--- src/liu_status_pkg.sv ---
// package: register map, field layout and state record for the line status/shape bank
package liu_status_pkg;

  // apb geometry
  localparam int ADDR_W = 8;
  localparam int DATA_W = 32;

  // register byte offsets
  localparam logic [ADDR_W-1:0] OFF_CHG_FLAGS = 8'h00; // liu_change_interrupt_flags
  localparam logic [ADDR_W-1:0] OFF_LIVE_STAT = 8'h04; // live condition status
  localparam logic [ADDR_W-1:0] OFF_ATTEN     = 8'h08; // cable_attenuation_readout
  localparam logic [ADDR_W-1:0] OFF_SEG_ONE   = 8'h0c; // pulse_shape_segment_one
  localparam logic [ADDR_W-1:0] OFF_LINE_CTRL = 8'h10; // line configuration
  localparam logic [ADDR_W-1:0] OFF_INT_STAT  = 8'h14; // sticky interrupt status, ro
  localparam logic [ADDR_W-1:0] OFF_INT_CLR   = 8'h18; // interrupt clear, wo, write one
  localparam logic [ADDR_W-1:0] OFF_INT_EN    = 8'h1c; // interrupt enable

  // event / status bit positions (shared by flags, live status and interrupts)
  localparam int EVT_W       = 3;
  localparam int BIT_PATTERN = 0;
  localparam int BIT_LOSS    = 1;
  localparam int BIT_AIS     = 2;
  // only these flags also clear on a write of one
  localparam logic [EVT_W-1:0] WC_MASK = 3'h3;

  // line configuration fields
  localparam int CTL_SINGLE_RAIL = 0;
  localparam int CTL_EXT_LOSS    = 1;
  localparam int CTL_RX_SYNC     = 2;
  localparam int CTL_EQC_LSB     = 3;
  localparam int EQC_W           = 5;
  localparam logic [7:0] LINE_CTRL_RESET = 8'h00;

  // field widths
  localparam int ATTEN_W      = 6;
  localparam int SEG_W        = 7;
  localparam int SEG_SIGN_BIT = 6;
  localparam int LOSS_CNT_W   = 13;

  // loss detection windows in received bits
  localparam int LOSS_WINDOW_EXT_BITS = 4096;
  localparam int LOSS_WINDOW_STD_BITS = 32;

  // default equalizer code that selects arbitrary pulse shape
  localparam logic [EQC_W-1:0] EQC_ARB_CODE = 5'h1f;

  // whole state of the bank
  typedef struct packed {
    logic                    pready;
    logic                    pslverr;
    logic [DATA_W-1:0]       prdata;
    logic [EVT_W-1:0]        chg_flags;
    logic [EVT_W-1:0]        live_prev;
    logic                    loss;
    logic [LOSS_CNT_W-1:0]   zero_run;
    logic [ATTEN_W-1:0]      atten;
    logic [SEG_W-1:0]        seg_one;
    logic [7:0]              line_ctrl;
    logic [EVT_W-1:0]        int_stat;
    logic [EVT_W-1:0]        int_en;
    logic                    irq;
    logic                    arb_mode;
  } state_t;

  localparam state_t STATE_RESET = '{line_ctrl: LINE_CTRL_RESET, default: '0};

endpackage

--- src/liu_channel_status_shape_regs.sv ---
// line interface status flags, attenuation readout and pulse segment one, apb slave
//
// Overview of operation
// (RULE1) ais change flag sets whenever ais detect state changes; read clears it.
// (RULE2) software uses ais change flag only with framer bypassed.
// (RULE3) rx loss change flag sets on loss change; read or write clears.
// (RULE4) live rx loss condition readable at bit 1 of live status.
// (RULE5) pattern change flag sets on pattern detect change; read or write clears.
// (RULE6) status and change flags work only in single-rail line mode.
// (RULE7) software puts framer into single-rail too when line is single-rail.
// (RULE8) read-only 6-bit attenuation code equals equalizer setting; top bits zero.
// (RULE9) attenuation field bit 5 is msb, bit 0 is lsb.
// (RULE10) extended loss option gives a 4096-bit loss detection window.
// (RULE11) monitor may compare attenuation against threshold within 175 +/-75 cycles.
// (RULE12) software keeps internal loss alarm masked unless extended option used.
// (RULE13) read-write 7-bit pulse segment one; bit 7 reserved.
// (RULE14) segment is sign-magnitude: bit 6 sign, bits 5..0 magnitude.
// (RULE15) software selects arbitrary shape via equalizer control field.
// (RULE16) change in same cycle as clearing read keeps its flag set.
`timescale 1ns/10ps
module liu_channel_status_shape_regs #(
  parameter logic [liu_status_pkg::LOSS_CNT_W-1:0] LOSS_WINDOW_EXT =
    13'(liu_status_pkg::LOSS_WINDOW_EXT_BITS),
  parameter logic [liu_status_pkg::LOSS_CNT_W-1:0] LOSS_WINDOW_STD =
    13'(liu_status_pkg::LOSS_WINDOW_STD_BITS),
  parameter logic [liu_status_pkg::EQC_W-1:0]      EQC_ARB        =
    liu_status_pkg::EQC_ARB_CODE
) (
  // clock and reset
  input  wire logic                                CLOCK_I,
  input  wire logic                                RESETN_I,
  // apb slave
  input  wire logic                                PSEL_I,
  input  wire logic                                PENABLE_I,
  input  wire logic                                PWRITE_I,
  input  wire logic [liu_status_pkg::ADDR_W-1:0]   PADDR_I,
  input  wire logic [liu_status_pkg::DATA_W-1:0]   PWDATA_I,
  output logic      [liu_status_pkg::DATA_W-1:0]   PRDATA_O,
  output logic                                     PREADY_O,
  output logic                                     PSLVERR_O,
  // line conditions
  input  wire logic                                AIS_DETECT_I,
  input  wire logic                                PATTERN_DETECT_I,
  input  wire logic                                RX_BIT_STROBE_I,
  input  wire logic                                RX_BIT_I,
  input  wire logic [liu_status_pkg::ATTEN_W-1:0]  EQ_SETTING_I,
  // transmit pulse shape
  output logic      [liu_status_pkg::SEG_W-1:0]    PULSE_SEGMENT_O,
  output logic                                     SEGMENT_SIGN_O,
  output logic      [liu_status_pkg::SEG_W-2:0]    SEGMENT_MAG_O,
  output logic                                     ARB_MODE_O,
  // alarms
  output logic                                     RX_LOSS_O,
  output logic                                     IRQ_O
);
  import liu_status_pkg::*;

  state_t s_q;
  state_t s_d;

  // decoded bus phases and line conditions, shared by next-state logic and checks
  logic setup;
  logic access;
  logic single_rail;
  logic [EVT_W-1:0] live;
  logic [EVT_W-1:0] change;
  logic [LOSS_CNT_W-1:0] window;

  // bus phases: pready rises in the access phase, so every transfer takes two cycles
  assign setup       = PSEL_I & ~PENABLE_I;
  assign access      = PSEL_I & PENABLE_I & s_q.pready;
  assign single_rail = s_q.line_ctrl[CTL_SINGLE_RAIL];
  // (RULE10) window choice
  assign window      = s_q.line_ctrl[CTL_EXT_LOSS] ? LOSS_WINDOW_EXT : LOSS_WINDOW_STD;

  // live conditions; meaningless outside single-rail so they read as zero there
  always_comb begin
    live = '0;
    // (RULE6) single-rail gating
    if (single_rail) begin
      live[BIT_AIS]     = AIS_DETECT_I;
      live[BIT_LOSS]    = s_q.loss;
      live[BIT_PATTERN] = PATTERN_DETECT_I;
    end
  end

  // (RULE1) change detection per cycle
  assign change = live ^ s_q.live_prev;

  // next state of the whole bank
  always_comb begin
    logic [DATA_W-1:0] rdata;
    logic              unmapped;
    logic              wr;
    logic [EVT_W-1:0]  clr_mask;
    logic [EVT_W-1:0]  int_clr;
    rdata    = '0;
    unmapped = 1'b0;
    wr       = access & PWRITE_I & ~s_q.pslverr;
    clr_mask = '0;
    int_clr  = '0;
    s_d      = s_q;

    // read mux, sampled in the setup cycle and held through the access phase
    if (PADDR_I == OFF_CHG_FLAGS) begin
      rdata[EVT_W-1:0] = s_q.chg_flags;
    end else if (PADDR_I == OFF_LIVE_STAT) begin
      // (RULE4) live loss at bit 1
      rdata[EVT_W-1:0] = live;
    end else if (PADDR_I == OFF_ATTEN) begin
      // (RULE8) upper bits stay zero
      rdata[ATTEN_W-1:0] = s_q.atten;
    end else if (PADDR_I == OFF_SEG_ONE) begin
      rdata[SEG_W-1:0] = s_q.seg_one;
    end else if (PADDR_I == OFF_LINE_CTRL) begin
      rdata[7:0] = s_q.line_ctrl;
    end else if (PADDR_I == OFF_INT_STAT) begin
      rdata[EVT_W-1:0] = s_q.int_stat;
    end else if (PADDR_I == OFF_INT_CLR) begin
      rdata = '0; // write-only
    end else if (PADDR_I == OFF_INT_EN) begin
      rdata[EVT_W-1:0] = s_q.int_en;
    end else begin
      unmapped = 1'b1;
    end

    s_d.pready = setup;
    if (setup) begin
      s_d.prdata  = PWRITE_I ? '0 : rdata;
      s_d.pslverr = unmapped;
    end else if (access) begin
      s_d.prdata  = '0;
      s_d.pslverr = 1'b0;
    end

    // (RULE3) (RULE5) read clears reported bits, write of one clears too
    if (access && !PWRITE_I && PADDR_I == OFF_CHG_FLAGS) begin
      clr_mask = s_q.prdata[EVT_W-1:0];
    end else if (wr && PADDR_I == OFF_CHG_FLAGS) begin
      clr_mask = PWDATA_I[EVT_W-1:0] & WC_MASK;
    end

    // register writes
    if (wr && PADDR_I == OFF_SEG_ONE) begin
      // (RULE13) seven bits kept, reserved bit dropped
      s_d.seg_one = PWDATA_I[SEG_W-1:0];
    end
    if (wr && PADDR_I == OFF_LINE_CTRL) begin
      s_d.line_ctrl = PWDATA_I[7:0];
    end
    if (wr && PADDR_I == OFF_INT_EN) begin
      s_d.int_en = PWDATA_I[EVT_W-1:0];
    end
    if (wr && PADDR_I == OFF_INT_CLR) begin
      int_clr = PWDATA_I[EVT_W-1:0];
    end

    // (RULE16) set wins over clear
    s_d.chg_flags = (s_q.chg_flags & ~clr_mask) | change;
    s_d.int_stat  = (s_q.int_stat & ~int_clr) | change;
    s_d.live_prev = live;

    // (RULE8) attenuation follows the equalizer every cycle
    // (RULE9) msb to msb, no reordering
    s_d.atten = EQ_SETTING_I;

    // (RULE10) loss detector: run of zero bits up to the selected window
    if (RX_BIT_STROBE_I) begin
      if (RX_BIT_I) begin
        s_d.zero_run = '0;
        s_d.loss     = 1'b0;
      end else if (s_q.zero_run < window) begin
        s_d.zero_run = s_q.zero_run + 1'b1;
        s_d.loss     = (s_q.zero_run + 1'b1) >= window;
      end else begin
        s_d.loss = 1'b1;
      end
    end

    // registered from next state so irq tracks status without extra lag
    s_d.irq      = |(s_d.int_stat & s_d.int_en);
    s_d.arb_mode = (s_d.line_ctrl[CTL_EQC_LSB +: EQC_W] == EQC_ARB);
  end

  // single state register, synchronous reset
  always_ff @(posedge CLOCK_I) begin
    if (!RESETN_I) begin
      s_q <= STATE_RESET;
    end else begin
      s_q <= s_d;
    end
  end

  // outputs straight from the state register
  assign PRDATA_O        = s_q.prdata;
  assign PREADY_O        = s_q.pready;
  assign PSLVERR_O       = s_q.pslverr;
  assign PULSE_SEGMENT_O = s_q.seg_one;
  // (RULE14) sign-magnitude split
  assign SEGMENT_SIGN_O  = s_q.seg_one[SEG_SIGN_BIT];
  assign SEGMENT_MAG_O   = s_q.seg_one[SEG_SIGN_BIT-1:0];
  assign ARB_MODE_O      = s_q.arb_mode;
  assign RX_LOSS_O       = s_q.loss;
  assign IRQ_O           = s_q.irq;
endmodule // liu_channel_status_shape_regs

--- config.mk ---
export PLATFORM = sky130hd
export DESIGN_NAME = liu_channel_status_shape_regs
export DESIGN_NICKNAME = d
export VERILOG_FILES = /design/src/liu_status_pkg.sv /design/src/liu_channel_status_shape_regs.sv
export SDC_FILE = /design/constraint.sdc
export NUM_CORES = 1
export LEC_CHECK = 0
export BUFFER_PORTS_ARGS = -buffer_cell sky130_fd_sc_hd__buf_2
export CAP_MARGIN = 30
export CORE_MARGIN = 2
export CORE_UTILIZATION = 51
export DETAILED_ROUTE_END_ITERATION = 8
export GPL_TIMING_DRIVEN = 1
export PLACE_DENSITY = 0.83
export SLEW_MARGIN = 15
export SYNTH_ARGS = -nofsm -noshare
export SYNTH_HDL_FRONTEND = slang
export SYNTH_SLANG_ARGS = --single-unit
export TNS_END_PERCENT = 5
--- constraint.sdc ---
create_clock -name CLOCK_I -period 2.7 [get_ports CLOCK_I]
set_input_delay 0.27 -clock CLOCK_I [delete_from_list [all_inputs] [get_ports CLOCK_I]]
set_output_delay 0.27 -clock CLOCK_I [all_outputs]
set_load 0.01 [all_outputs]
# Word-level counts from Yosys, hierarchy flattened
# Cells that the tools add are included.
# Widths: inputs -> output; s select.
# word_totals
output_inout_bits	51
reg_bits	83
# op_classes
bitwise_logic	15
eq_ne	8
mux	39
n_addsub	1
n_reduce_logical	13
order_cmp	2
# op_table
operator	n
$mux 29	7
$mux 33	2
$eq 8x5->1 const B	4
$mux 32	1
$mux 3	9
$mux 13	2
$mux 26	1
$mux 25	1
$mux 24	1
$eq 8x4->1 const B	2
$mux 8	2
$mux 14	1
$add 13x1->13 const B	1
$ge 13x13->1	1
$lt 13x13->1	1
$and 3x3->3	3
$mux 1	9
$eq 8x3->1 const B	1
$logic_not 8->1	1
$logic_and 1x1->1	7
$mux 7	1
$mux 6	1
$not 3->3	2
$or 3x3->3	2
other kinds (9)	15

# Logic depth before layout (Yosys ltp)
# Gate-level depths: netlist (run 1).
# depth
depth_word	13
ltp_mapped	10

# Worst setup path before layout (run 1)
# OpenSTA, ideal clock, no wires.
# synth_timing
kind	reg2reg
startpoint	reg s_q[29] (netlist name)
endpoint	reg s_q (netlist bit RX_LOSS_O)
t_required_ns	2.630
t_arrival_ns	1.938
slack_ns	0.692
stages_incl_launch_ff	11
synth_period_minus_slack_ns	2.008
setup_time_ns	0.070
cell_sequence	dfxtp_1 > ha_1 > and4_1 > clkbuf_1 > nand4_1 > nor2_1 > xor2_1 > ha_1 > nor2_1 > a31o_2 > a21oi_1
# synth_via
elab_chain_cells	4
word_cells_on_any_way	5
classes_between	1 x add/sub; 2 x order compare; 2 x mux
# synth_rtl
element	line_no	source
start, declared	liu_channel_status_shape_regs.sv:58	state_t s_q;
start signal, assigned	liu_channel_status_shape_regs.sv:188	s_q <= STATE_RESET;
start signal, assigned	liu_channel_status_shape_regs.sv:190	s_q <= s_d;
$add 13x1->13	liu_channel_status_shape_regs.sv:174	s_d.loss = (s_q.zero_run + 1'b1) >= window;
$ge 13x13->1	liu_channel_status_shape_regs.sv:174	
$mux 1 (*)	liu_channel_status_shape_regs.sv:172	end else if (s_q.zero_run < window) begin
$mux 14 (*)	liu_channel_status_shape_regs.sv:169	if (RX_BIT_I) begin
# Every way passes the cells marked *; elsewhere a longest branch is shown, timed or not.
# A chain may end at the register's enable or synchronous reset.

# Worst setup path in the final report (run 1)
# Same ends and word-level chain as after synthesis.

==> results of run 1 <==
where the power goes:
group          switching [mW]  internal [mW]  total, mW
sequential            0.00445          0.878      0.882
clock                   0.354          0.635      0.990
combinational          0.0813         0.0418      0.123
cell usage after synthesis, types with 2 or more instances:
| cell | instances |
|---|---|
| a21boi_0 | 3 |
| a21o_1 | 3 |
| a21oi_1 | 16 |
| a221oi_1 | 2 |
| a22o_1 | 8 |
| a22oi_1 | 3 |
| a311oi_1 | 2 |
| a31oi_1 | 5 |
| a32o_1 | 3 |
| and2_1 | 10 |
| and3_1 | 4 |
| and4_1 | 2 |
| and4b_1 | 2 |
| buf_2 | 2 |
| buf_4 | 46 |
| clkbuf_1 | 14 |
| dfxtp_1 | 59 |
| ha_1 | 4 |
| inv_1 | 15 |
| mux2i_1 | 23 |
| nand2_1 | 20 |
| nand2b_1 | 3 |
| nand3_1 | 19 |
| nand4_1 | 5 |
| nand4bb_1 | 2 |
| nor2_1 | 38 |
| nor2b_1 | 2 |
| nor3_1 | 5 |
| nor3b_1 | 3 |
| nor4_1 | 3 |
| o211a_1 | 2 |
| o211ai_1 | 2 |
| o21ai_0 | 13 |
| o311a_1 | 2 |
| o31a_1 | 2 |
| o31ai_1 | 3 |
| or3_1 | 3 |
| or4_4 | 2 |
| xnor2_1 | 2 |
| xor2_1 | 4 |
registers in the layout, indices dropped and copies added, names as in the netlist:
name / cells
PREADY_O: 1
RX_LOSS_O: 1
ARB_MODE_O: 1
IRQ_O: 1
PRDATA_O: 8
PSLVERR_O: 1
PULSE_SEGMENT_O: 7
s_q: 39
worst max-delay path by stage:
| stage | from | end | slack (ps) | cells past startpoint |
|---|---|---|---|---|
| 2_1_floorplan | s_q[29] | RX_LOSS_O | 690 | 10 |
| 3_5_place_dp | s_q[29] | RX_LOSS_O | 510 | 9 |
| 3_3_place_gp | s_q[31] | RX_LOSS_O | 510 | 9 |
| 6_report | s_q[29] | RX_LOSS_O | 440 | 9 |
| 4_1_cts | s_q[29] | RX_LOSS_O | 450 | 9 |
| 5_1_grt | s_q[30] | RX_LOSS_O | 250 | 9 |
cells by family (layout without fill, tap and decap cells):
| kind of cell | Yosys count | after routing |
|---|---|---|
| AO/OA/AOI/OAI | 80 | 80 |
| adder cells (fa/ha/maj) | 4 | 4 |
| XOR/XNOR | 6 | 6 |
| AND/OR/NAND/NOR | 131 | 131 |
| flip-flops | 59 | 59 |
| buffers and inverters | 80 | 95 |
| multiplexers | 25 | 25 |
| other | 1 | 24 |
metal layers:
metal | track usage | part of all wire
met4 | 0.110 | 0.025
met2 | 0.335 | 0.46
met1 | 0.281 | 0.44
met3 | 0.0467 | 0.071
met5 | 0 | 0
critical path, cell delays in order, from the launching register on:
cell     delay (ps)
dfxtp_1         400
ha_1            280
and4_1          340
nand4_1         170
nor2_1          170
xor2_1          230
ha_1            190
nor2_1           50
a31o_2          230
a21oi_1         110
layout make-up:
type                       count  area, µm²  share of cell area
clock buffer                  11        141              0.0386
clock inverter                 5        100              0.0273
inverter                      16       60.1              0.0164
multi-input combinational    270       1750               0.479
sequential                    59       1180               0.323
tap                           77       96.3              0.0263
timing repair buffer          63        330              0.0902
==> results by group, run 1 <==
CTS
  – CTS sink count: 59
  – CTS hold repair buffers: 0
  – H-tree levels: 3
  – Reg clk slew, reported paths: 70 ps
  – Resized cells post-CTS: 0
  – Root buf cell: clkbuf_8
  – Post-CTS setup buffers: 0
  – CTS tree: yes
  – Clk Latency, worst-skew pair: 340 ps
  – CTS Buf Count: 9
  – Clock Path Buffers: 2

Detailed routing
  – Total number of vias: 2,907
  – Routed length per placed instance: 15.2 µm
  – Iteration-0 DRC Markers: 226
  – Final ANT Viol Nets: 0
  – Via-per-instance ratio: 5.80
  – # DRC: 0
  – DRT Pass-1 Iters: 5
  – Final wirelength: 7590 µm

Synthesis
  – Async S/R FF share, synth: 0
  – FF+latch count, synth: 59
  – Warnings from Yosys: 0
  – Top cell type by total area after synthesis: dfxtp_1
  – Main synth FF type: dfxtp_1
  – Simple-gate area share of the yosys netlist: 0.212
  – Synthesized instance count: 386
  – Post-synthesis mux area share: 0.0793
  – Top cell type's share of synthesized area: 0.355
  – Compound-Gate Fraction of Synth Area: 0.177
  – Post-synth EDFFs: 0
  – Seq/Total Area, Yosys: 0.355
  – Post-Synth Adder-Cell Area: 0.0150
  – Mean Syn Cell Area: 8.63 µm²
  – Largest family of logic cells by synthesized area: simple AND/OR/NAND/NOR gates
  – Synth cell types: 65
  – Synth Area in XOR/XNOR: 0.0158
  – Ranking of synthesized cells by area: dfxtp_1 35%, buf_4 10%, mux2i_1 6.9%, nor2_1 4.3%, nand3_1 2.9%
  – Mapped Area: 0.00333 mm²

Critical path
  – Required @ worst endpoint: 2970 ps
  – CP Capture Type: flip-flop
  – FF-to-FF End: RX_LOSS_O
  – R2R setup slack: 440 ps
  – Crit path DAT: 2530 ps
  – Startpoint types: flip-flop
  – FF-to-FF Start: s_q[29]
  – Reg2Reg Depth: 9
  – Worst Setup Path Type: reg -> reg
  – Max FO, Critical Path: 6

Worst hold path
  – HP Class: in -> reg
  – Min-delay src: EQ_SETTING_I[3]
  – WHS Endpoint: s_q[26]
  – WHS Path Cells: 2

Finish
  – Final Util: 0.577
  – Filler-free cell count of the finished design: 501
  – # nets final: 478
  – Commonest non-fill, non-tap cells in the layout: 59 x dfxtp_1, 57 x buf_2, 38 x nor2_1
  – Commonest non-fill, non-tap cell in the layout: dfxtp_1
  – Design Area, Final: 0.00366 mm²
  – Antenna fix cells: 0
  – P&R area growth vs syn: 9.95%
  – Share of cells above drive strength 1: 0.212
  – Fillers: 534

Placed design
  – Gpl congestion: 0.861
  – Placed insts: 485
  – Placed cell area: 0.00342 mm²
  – DP HPWL: 5320 µm
  – Dpl ws: 511 ps
  – PortBufs: 57

Timing
  – Clock Skews: 8.81 ps
  – Fin crit period: 2260 ps
  – Setup TNS: 0 ps
  – F_max: 443 MHz
  – Final hold vios: 0
  – Final slew viol count: 0
  – Worst Tran Pin Value: 908 ps
  – RSZ-0062 raised after global routing: no
  – Rel. slew slack: 0.394
  – Final period util: 0.837
  – Final hold slack: 140 ps
  – Setup violators final: 0
  – Setup WS post-layout: 440 ps

GRT
  – GRT Overall Usage: 0.215
  – Pin count of the biggest net entering global routing: 35
  – Initial antenna violation count: 0
  – Total gr overflow: 0
  – First-pass GRT wire length: 12,200 µm
  – Vias in the first global route: 2,566

Pwr
  – Overall Power: 1.99 mW
  – Worst VDD drop: 0.328 mV
  – Leakage: 1.72 nW
  – PD cells: 545 mW/mm²

Floorplan
  – Core area: 0.00635 mm²
  – Die Wd: 84.8 µm
  – Die footprint: 0.00719 mm²
  – Initial Utilization: 0.525
  – Num ports: 106
  – Height of the die: 84.8 µm
  – Row count: 29

Job
  – Max-Cap Viols: 0

Run status
  – Status: finished clean
(Power assumes the default switching activity.)
==> run 2, diff against run 1 <==
clock period = 2.15 ns   (was 2.7 ns; I/O delays follow)
==> run 2 against run 1 <==
  * Sequential cell count did not move
  * Worst hold slack worse by 47 ps
  * Highest routed layer unchanged
  * Critical endpoint is now s_q[32]
  * Combinational power increased by 32%
  * Worst setup slack worse by 340 ps
==> results by group, run 2 (synthesized netlist as in run 1, its figures left out) <==
Floorplan
  – Num ports: 106 (unchanged)
  – Core area: 0.00635 mm² (unchanged)
  – Die Wd: 84.8 µm (unchanged)
  – Row count: 29 (unchanged)
  – Height of the die: 84.8 µm (unchanged)
  – Initial Utilization: 0.525 (unchanged)
  – Die footprint: 0.00719 mm² (unchanged)

Detailed routing
  – # DRC: 0 (unchanged)
  – Routed length per placed instance: 14.9 µm (was 15.2 µm)
  – DRT Pass-1 Iters: 5 (unchanged)
  – Total number of vias: 2,940 (was 2,907)
  – Final ANT Viol Nets: 0 (unchanged)
  – Via-per-instance ratio: 5.63 (was 5.80)
  – Iteration-0 DRC Markers: 294 (was 226)
  – Final wirelength: 7800 µm (was 7590 µm)

Finish
  – P&R area growth vs syn: 14.0% (was 9.95%)
  – Commonest non-fill, non-tap cells in the layout: 59 x dfxtp_1, 57 x buf_2, 37 x nor2_1 (was 59 x dfxtp_1, 57 x buf_2, 38 x nor2_1)
  – Largest Register: s_q (unchanged)
  – # nets final: 499 (was 478)
  – Commonest non-fill, non-tap cell in the layout: dfxtp_1 (unchanged)
  – Antenna fix cells: 0 (unchanged)
  – Share of cells above drive strength 1: 0.252 (was 0.212)
  – Sequential Area: 0.00118 mm² (unchanged)
  – Fillers: 509 (was 534)
  – Filler-free cell count of the finished design: 522 (was 501)
  – Max reg flops: 39 (unchanged)
  – Multi-input logic area: 0.00176 mm² (was 0.00175 mm²)

Critical path
  – Worst path cell trace: or4_4, o31a_4, or2_0, o31a_1, a32o_1 (was ha_1, and4_1, nand4_1, nor2_1, xor2_1, ha_1, nor2_1, a31o_2, a21oi_1)
  – CP Capture Type: flip-flop (unchanged)
  – Crit path DAT: 2270 ps (was 2530 ps)
  – Reg2Reg Depth: 5 (was 9)
  – Worst Setup Path Type: reg -> reg (unchanged)
  – Startpoint types: flip-flop (unchanged)
  – Critical path's slowest cell: or4_4 (was dfxtp_1)
  – Required @ worst endpoint: 2370 ps (was 2970 ps)
  – Slowest cell delay on critical path: 520 ps (was 400 ps)
  – Max FO, Critical Path: 7 (was 6)

Timing
  – Setup violators final: 0 (unchanged)
  – Final period util: 0.951 (was 0.837)
  – Fin crit period: 2050 ps (was 2260 ps)
  – Rel. slew slack: 0.650 (was 0.394)
  – Final slew viol count: 0 (unchanged)
  – Worst Tran Pin Value: 523 ps (was 908 ps)
  – F_max: 489 MHz (was 443 MHz)
  – Clock Skews: 6.84 ps (was 8.81 ps)
  – Final hold slack: 92.6 ps (was 140 ps)
  – Final hold vios: 0 (unchanged)

Placed design
  – DP HPWL: 5680 µm (was 5320 µm)
  – Placed insts: 506 (was 485)
  – PortBufs: 57 (unchanged)
  – Gpl congestion: 0.936 (was 0.861)

CTS
  – Reg clk slew, reported paths: 60 ps (was 70 ps)
  – CTS hold repair buffers: 0 (unchanged)
  – CTS tree: yes (unchanged)
  – H-tree levels: 3 (unchanged)
  – Clock Path Buffers: 2 (unchanged)
  – CTS Buf Count: 9 (unchanged)
  – Root buf cell: clkbuf_8 (unchanged)
  – Clk Latency, worst-skew pair: 330 ps (was 340 ps)
  – CTS sink count: 59 (unchanged)

GRT
  – Initial antenna violation count: 0 (unchanged)
  – Pin count of the biggest net entering global routing: 35 (unchanged)
  – First-pass GRT wire length: 12,700 µm (was 12,200 µm)
  – GRT Overall Usage: 0.220 (was 0.215)
  – Total gr overflow: 0 (unchanged)
  – Vias in the first global route: 2,787 (was 2,566)

Job
  – Max-Cap Viols: 0 (unchanged)

Pwr
  – PD cells: 619 mW/mm² (was 545 mW/mm²)
  – Leakage: 1.81 nW (was 1.72 nW)
  – Worst VDD drop: 0.395 mV (was 0.328 mV)

Worst hold path
  – WHS Path Cells: 2 (unchanged)
  – HP Class: in -> reg (unchanged)

Run status
  – Status: finished clean (unchanged)
==> run 2: power by group <==
| group | internal, mW | total, mW | switching, mW |
|---|---|---|---|
| registers | 1.10 | 1.11 | 0.00521 |
| logic | 0.0578 | 0.162 | 0.104 |
| clock network | 0.649 | 1.08 | 0.430 |
==> run 2: worst paths after layout <==
path / start / to / slack, ps
worst max-delay path: s_q[9] / s_q[32] / 100
worst min-delay path: EQ_SETTING_I[3] / s_q[26] / 90
worst max register to register: s_q[9] / s_q[32] / 100
worst min register to register: PRDATA_O[7] / PRDATA_O[7] / 450
==> run 2: routing by layer <==
metal  share of wire  GRT usage
met1            0.44      0.282
met2            0.47      0.346
met3           0.074     0.0525
met4           0.024      0.111
met5               0          0
==> run 2: timing repair <==
action | 4_1_cts | 5_1_grt
endpoints found under the setup margin | 0 | 1
gates resized for setup | 0 | 3
buffers inserted | 0 | 0
==> run 2: cell type report <==
type	count	share of cell area
clock buffers	11	0.0346
multi-input cells	270	0.464
repair buffers	84	0.129
clock inverters	5	0.0204
flip-flops and latches	59	0.311
inverters	16	0.0158
well taps	77	0.0254
==> run 2: through the flow <==
step	setup slack (ps)	cell area (µm²)	setup TNS [ps]	utilization	power [mW]
floorplan	142	3420	0	-	1.26
global placement	57.2	3580	0	0.564	1.29
detailed placement	55.3	3580	0	0.564	1.29
CTS	105	3790	0	0.596	2.36
global route	-14.1	3800	-14.1	0.598	2.42
finish	105	3800	0	0.598	2.35
==> run 2: critical path, delay by kind of cell, from the launching register on <==
family / cells / cell delay, ps
AO/OA/AOI/OAI: 3 / 870
flip-flops: 1 / 310
AND/OR/NAND/NOR: 2 / 770
==> run 3, diff against run 2 <==
ABC_AREA = 1   (was unset)
CORE_UTILIZATION = 46   (was 51)
PLACE_DENSITY = 0.79   (was 0.83)
RECOVER_POWER = 100   (was unset)
clock period = 1.8 ns   (was 2.15 ns; I/O delays follow)
==> run 3 against run 2 <==
  * The run now ends with negative setup slack left
  * First-iteration DRC count shrank 53%
  * Via count is 4.4% higher
  * Non-clock buffer count is the same
  * Combinational power increased by 10%
==> results by group, run 3 <==
Worst hold path
  – WHS Endpoint: s_q[27] (was s_q[26])
  – HP Class: in -> reg (unchanged)
  – WHS Path Cells: 3 (was 2)
  – Min-delay src: EQ_SETTING_I[4] (was EQ_SETTING_I[3])

Synthesis
  – Most frequent cell after synthesis: nand2_1 (was dfxtp_1)
  – Synthesized instance count: 472 (was 386)
  – Mean Syn Cell Area: 7.04 µm² (was 8.63 µm²)
  – Warnings from Yosys: 0 (unchanged)
  – Post-synth top cells: 93 x nand2_1, 59 x dfxtp_1, 59 x nor2_1 (was 59 x dfxtp_1, 46 x buf_4, 38 x nor2_1)
  – Async S/R FF share, synth: 0 (unchanged)
  – Mapped Area: 0.00332 mm² (was 0.00333 mm²)
  – Seq/Total Area, Yosys: 0.356 (was 0.355)
  – Top cell type by total area after synthesis: dfxtp_1 (unchanged)
  – Ranking of synthesized cells by area: dfxtp_1 36%, buf_4 11%, nand2_1 11%, nor2_1 6.7%, a21oi_1 6.6% (was dfxtp_1 35%, buf_4 10%, mux2i_1 6.9%, nor2_1 4.3%, nand3_1 2.9%)
  – FF+latch count, synth: 59 (unchanged)
  – Top cell type's share of synthesized area: 0.356 (was 0.355)
  – Post-synth EDFFs: 0 (unchanged)
  – Main synth FF type: dfxtp_1 (unchanged)
  – Synth cell types: 33 (was 65)

Placed design
  – DP HPWL: 5940 µm (was 5680 µm)
  – Gpl congestion: 0.941 (was 0.936)
  – Placed insts: 613 (was 506)
  – Placed cell area: 0.00359 mm² (was 0.00358 mm²)
  – PortBufs: 57 (unchanged)
  – Dpl ws: -73.7 ps (was 55.3 ps)

Finish
  – Antenna fix cells: 0 (unchanged)
  – Final Util: 0.560 (was 0.598)
  – Fillers: 687 (was 509)
  – Largest Register: s_q (unchanged)
  – Commonest non-fill, non-tap cells in the layout: 93 x nand2_1, 58 x nor2_1, 54 x dfxtp_1 (was 59 x dfxtp_1, 57 x buf_2, 37 x nor2_1)
  – # nets final: 594 (was 499)
  – Filler-free cell count of the finished design: 636 (was 522)
  – Design Area, Final: 0.00387 mm² (was 0.00380 mm²)
  – Share of cells above drive strength 1: 0.204 (was 0.252)
  – Commonest non-fill, non-tap cell in the layout: nand2_1 (was dfxtp_1)
  – P&R area growth vs syn: 16.5% (was 14.0%)
  – Max reg flops: 39 (unchanged)

GRT
  – Total gr overflow: 0 (unchanged)
  – GRT Overall Usage: 0.214 (was 0.220)
  – Pin count of the biggest net entering global routing: 26 (was 35)
  – Initial antenna violation count: 0 (unchanged)
  – Vias in the first global route: 2,962 (was 2,787)
  – First-pass GRT wire length: 13,200 µm (was 12,700 µm)

Detailed routing
  – Iteration-0 DRC Markers: 137 (was 294)
  – Final ANT Viol Nets: 0 (unchanged)
  – Via-per-instance ratio: 4.82 (was 5.63)
  – Final wirelength: 7880 µm (was 7800 µm)
  – # DRC: 0 (unchanged)
  – Routed length per placed instance: 12.4 µm (was 14.9 µm)
  – DRT Pass-1 Iters: 5 (unchanged)
  – Total number of vias: 3,068 (was 2,940)

Timing
  – F_max: 552 MHz (was 489 MHz)
  – Final period util: 1.01 (was 0.951)
  – Clock Skews: 14.7 ps (was 6.84 ps)
  – Final hold vios: 0 (unchanged)
  – Final slew viol count: 0 (unchanged)
  – Setup WS post-layout: -10.1 ps (was 105 ps)
  – RSZ-0062 raised after global routing: yes
  – Worst Tran Pin Value: 650 ps (was 523 ps)
  – Setup violators final: 1 (was 0)
  – Fin crit period: 1810 ps (was 2050 ps)
  – Rel. slew slack: 0.567 (was 0.650)

Floorplan
  – Die Wd: 89.0 µm (was 84.8 µm)
  – Height of the die: 89.0 µm (was 84.8 µm)
  – Row count: 30 (was 29)
  – Initial Utilization: 0.481 (was 0.525)
  – Core area: 0.00691 mm² (was 0.00635 mm²)
  – Die footprint: 0.00791 mm² (was 0.00719 mm²)
  – Num ports: 106 (unchanged)

Job
  – Max-Cap Viols: 0 (unchanged)

Pwr
  – Leakage: 1.71 nW (was 1.81 nW)
  – PD cells: 776 mW/mm² (was 619 mW/mm²)
  – Overall Power: 3.00 mW (was 2.35 mW)
  – Worst VDD drop: 0.660 mV (was 0.395 mV)

CTS
  – CTS sink count: 59 (unchanged)
  – H-tree levels: 3 (unchanged)
  – CTS hold repair buffers: 0 (unchanged)
  – CTS tree: yes (unchanged)
  – CTS Buf Count: 9 (unchanged)
  – Clk Latency, worst-skew pair: 340 ps (was 330 ps)
  – Root buf cell: clkbuf_8 (unchanged)
  – Clock Path Buffers: 2 (unchanged)
  – Reg clk slew, reported paths: 80 ps (was 60 ps)

Critical path
  – Required @ worst endpoint: 2020 ps (was 2370 ps)
  – CP Capture Type: flip-flop (unchanged)
  – Worst Setup Path Type: reg -> reg (unchanged)
  – FF-to-FF Start: s_q[31] (was s_q[9])
  – Crit path DAT: 2030 ps (was 2270 ps)
  – Startpoint types: flip-flop (unchanged)
  – R2R setup slack: -10 ps (was 100 ps)
  – FF-to-FF End: RX_LOSS_O (was s_q[32])
  – Reg2Reg Depth: 16 (was 5)
  – Max FO, Critical Path: 2 (was 7)

Run status
  – Failing checks: negative setup slack
  – Status: complete, but fails checks (was finished clean)
## run 3: cell types whose count changed in the layout (fill, tap and decap cells not counted), moves of 7 or more
cell | before | now
a22o_1 | 8 | 0
clkbuf_1 | 2 | 29
inv_1 | 15 | 47
a21oi_1 | 16 | 43
and2_1 | 10 | 0
o21ai_0 | 13 | 24
nor2_4 | 0 | 7
mux2i_1 | 23 | 0
nand3_1 | 19 | 31
nor2_1 | 37 | 58
nand2_1 | 20 | 93
buf_2 | 57 | 30
## run 3: how the worst max path moves through the flow
stage	startpoint	end	slack [ps]	cells after the start
6_report	s_q[31]	RX_LOSS_O	-10	16
3_5_place_dp	s_q[29]	RX_LOSS_O	-70	16
4_1_cts	s_q[31]	RX_LOSS_O	-50	16
2_1_floorplan	s_q[31]	RX_LOSS_O	-40	17
5_1_grt	s_q[29]	RX_LOSS_O	-160	16
3_3_place_gp	s_q[29]	RX_LOSS_O	-8	16
## run 3: cell type report
cell class | instances | area [µm²] | share of cell area
Inverter | 53 | 204 | 0.0527
Tap cell | 96 | 120 | 0.0310
Clock inverter | 7 | 124 | 0.0320
Sequential cell | 59 | 1190 | 0.307
Timing Repair Buffer | 84 | 445 | 0.115
Clock buffer | 9 | 124 | 0.0320
Multi-Input combinational cell | 328 | 1670 | 0.430
## run 3: timing repair
action,CTS,global route
resized for setup,5,11
endpoints found under the setup margin,1,1
pin swaps,7,9
setup buffers,2,5
## run 3: cell families after synthesis
| logic type | after synthesis | synth area share |
|---|---|---|
| buffers and inverters | 108 | 0.177 |
| flip-flops | 59 | 0.356 |
| AND/OR/NAND/NOR | 213 | 0.303 |
| adder cells (fa/ha/maj) | 4 | 0.0151 |
| AO/OA/AOI/OAI | 80 | 0.130 |
| other | 1 | 0.00113 |
| XOR/XNOR | 7 | 0.0185 |
## run 3: per-layer routing
layer | vias up | GRT usage | share of wire
met3 | 21 | 0.0619 | 0.051
met1 | 1379 | 0.241 | 0.42
met4 | 0 | 0.0909 | 0.029
met5 | - | 0 | 0
met2 | 104 | 0.377 | 0.50
li1 | 1564 | - | -
## run 3: report_power, final
part	internal (mW)	switching, mW	leakage [nW]
sequential	1.32	0.00604	0.480
combinational	0.0554	0.124	1.11
clock	0.928	0.574	0.120
total	2.30	0.704	1.71
## run 3: stage by stage
| step | setup TNS (ps) | hold slack, ps |
|---|---|---|
| after floorplan | -41.6 | 278 |
| after global placement | -7.90 | 363 |
| after detailed placement | -73.7 | 376 |
| after CTS | -52.9 | 11.1 |
| after global routing | -348 | 9.28 |
| final | -10.1 | 21.5 |
## run 3: critical path, cell delays in order (launching register included)
cell     delay (ps)
dfxtp_2         340
nand2_2          70
nor2_4           90
nand2_2          80
nor2_4          100
xnor2_2         130
ha_1            260
inv_1            50
nor2_1           40
nand3_1          70
nand3_1          70
nor2_1          110
nand3_1          70
nand2_1          60
nand2_1          40
nand2_1          60
a21oi_2          50
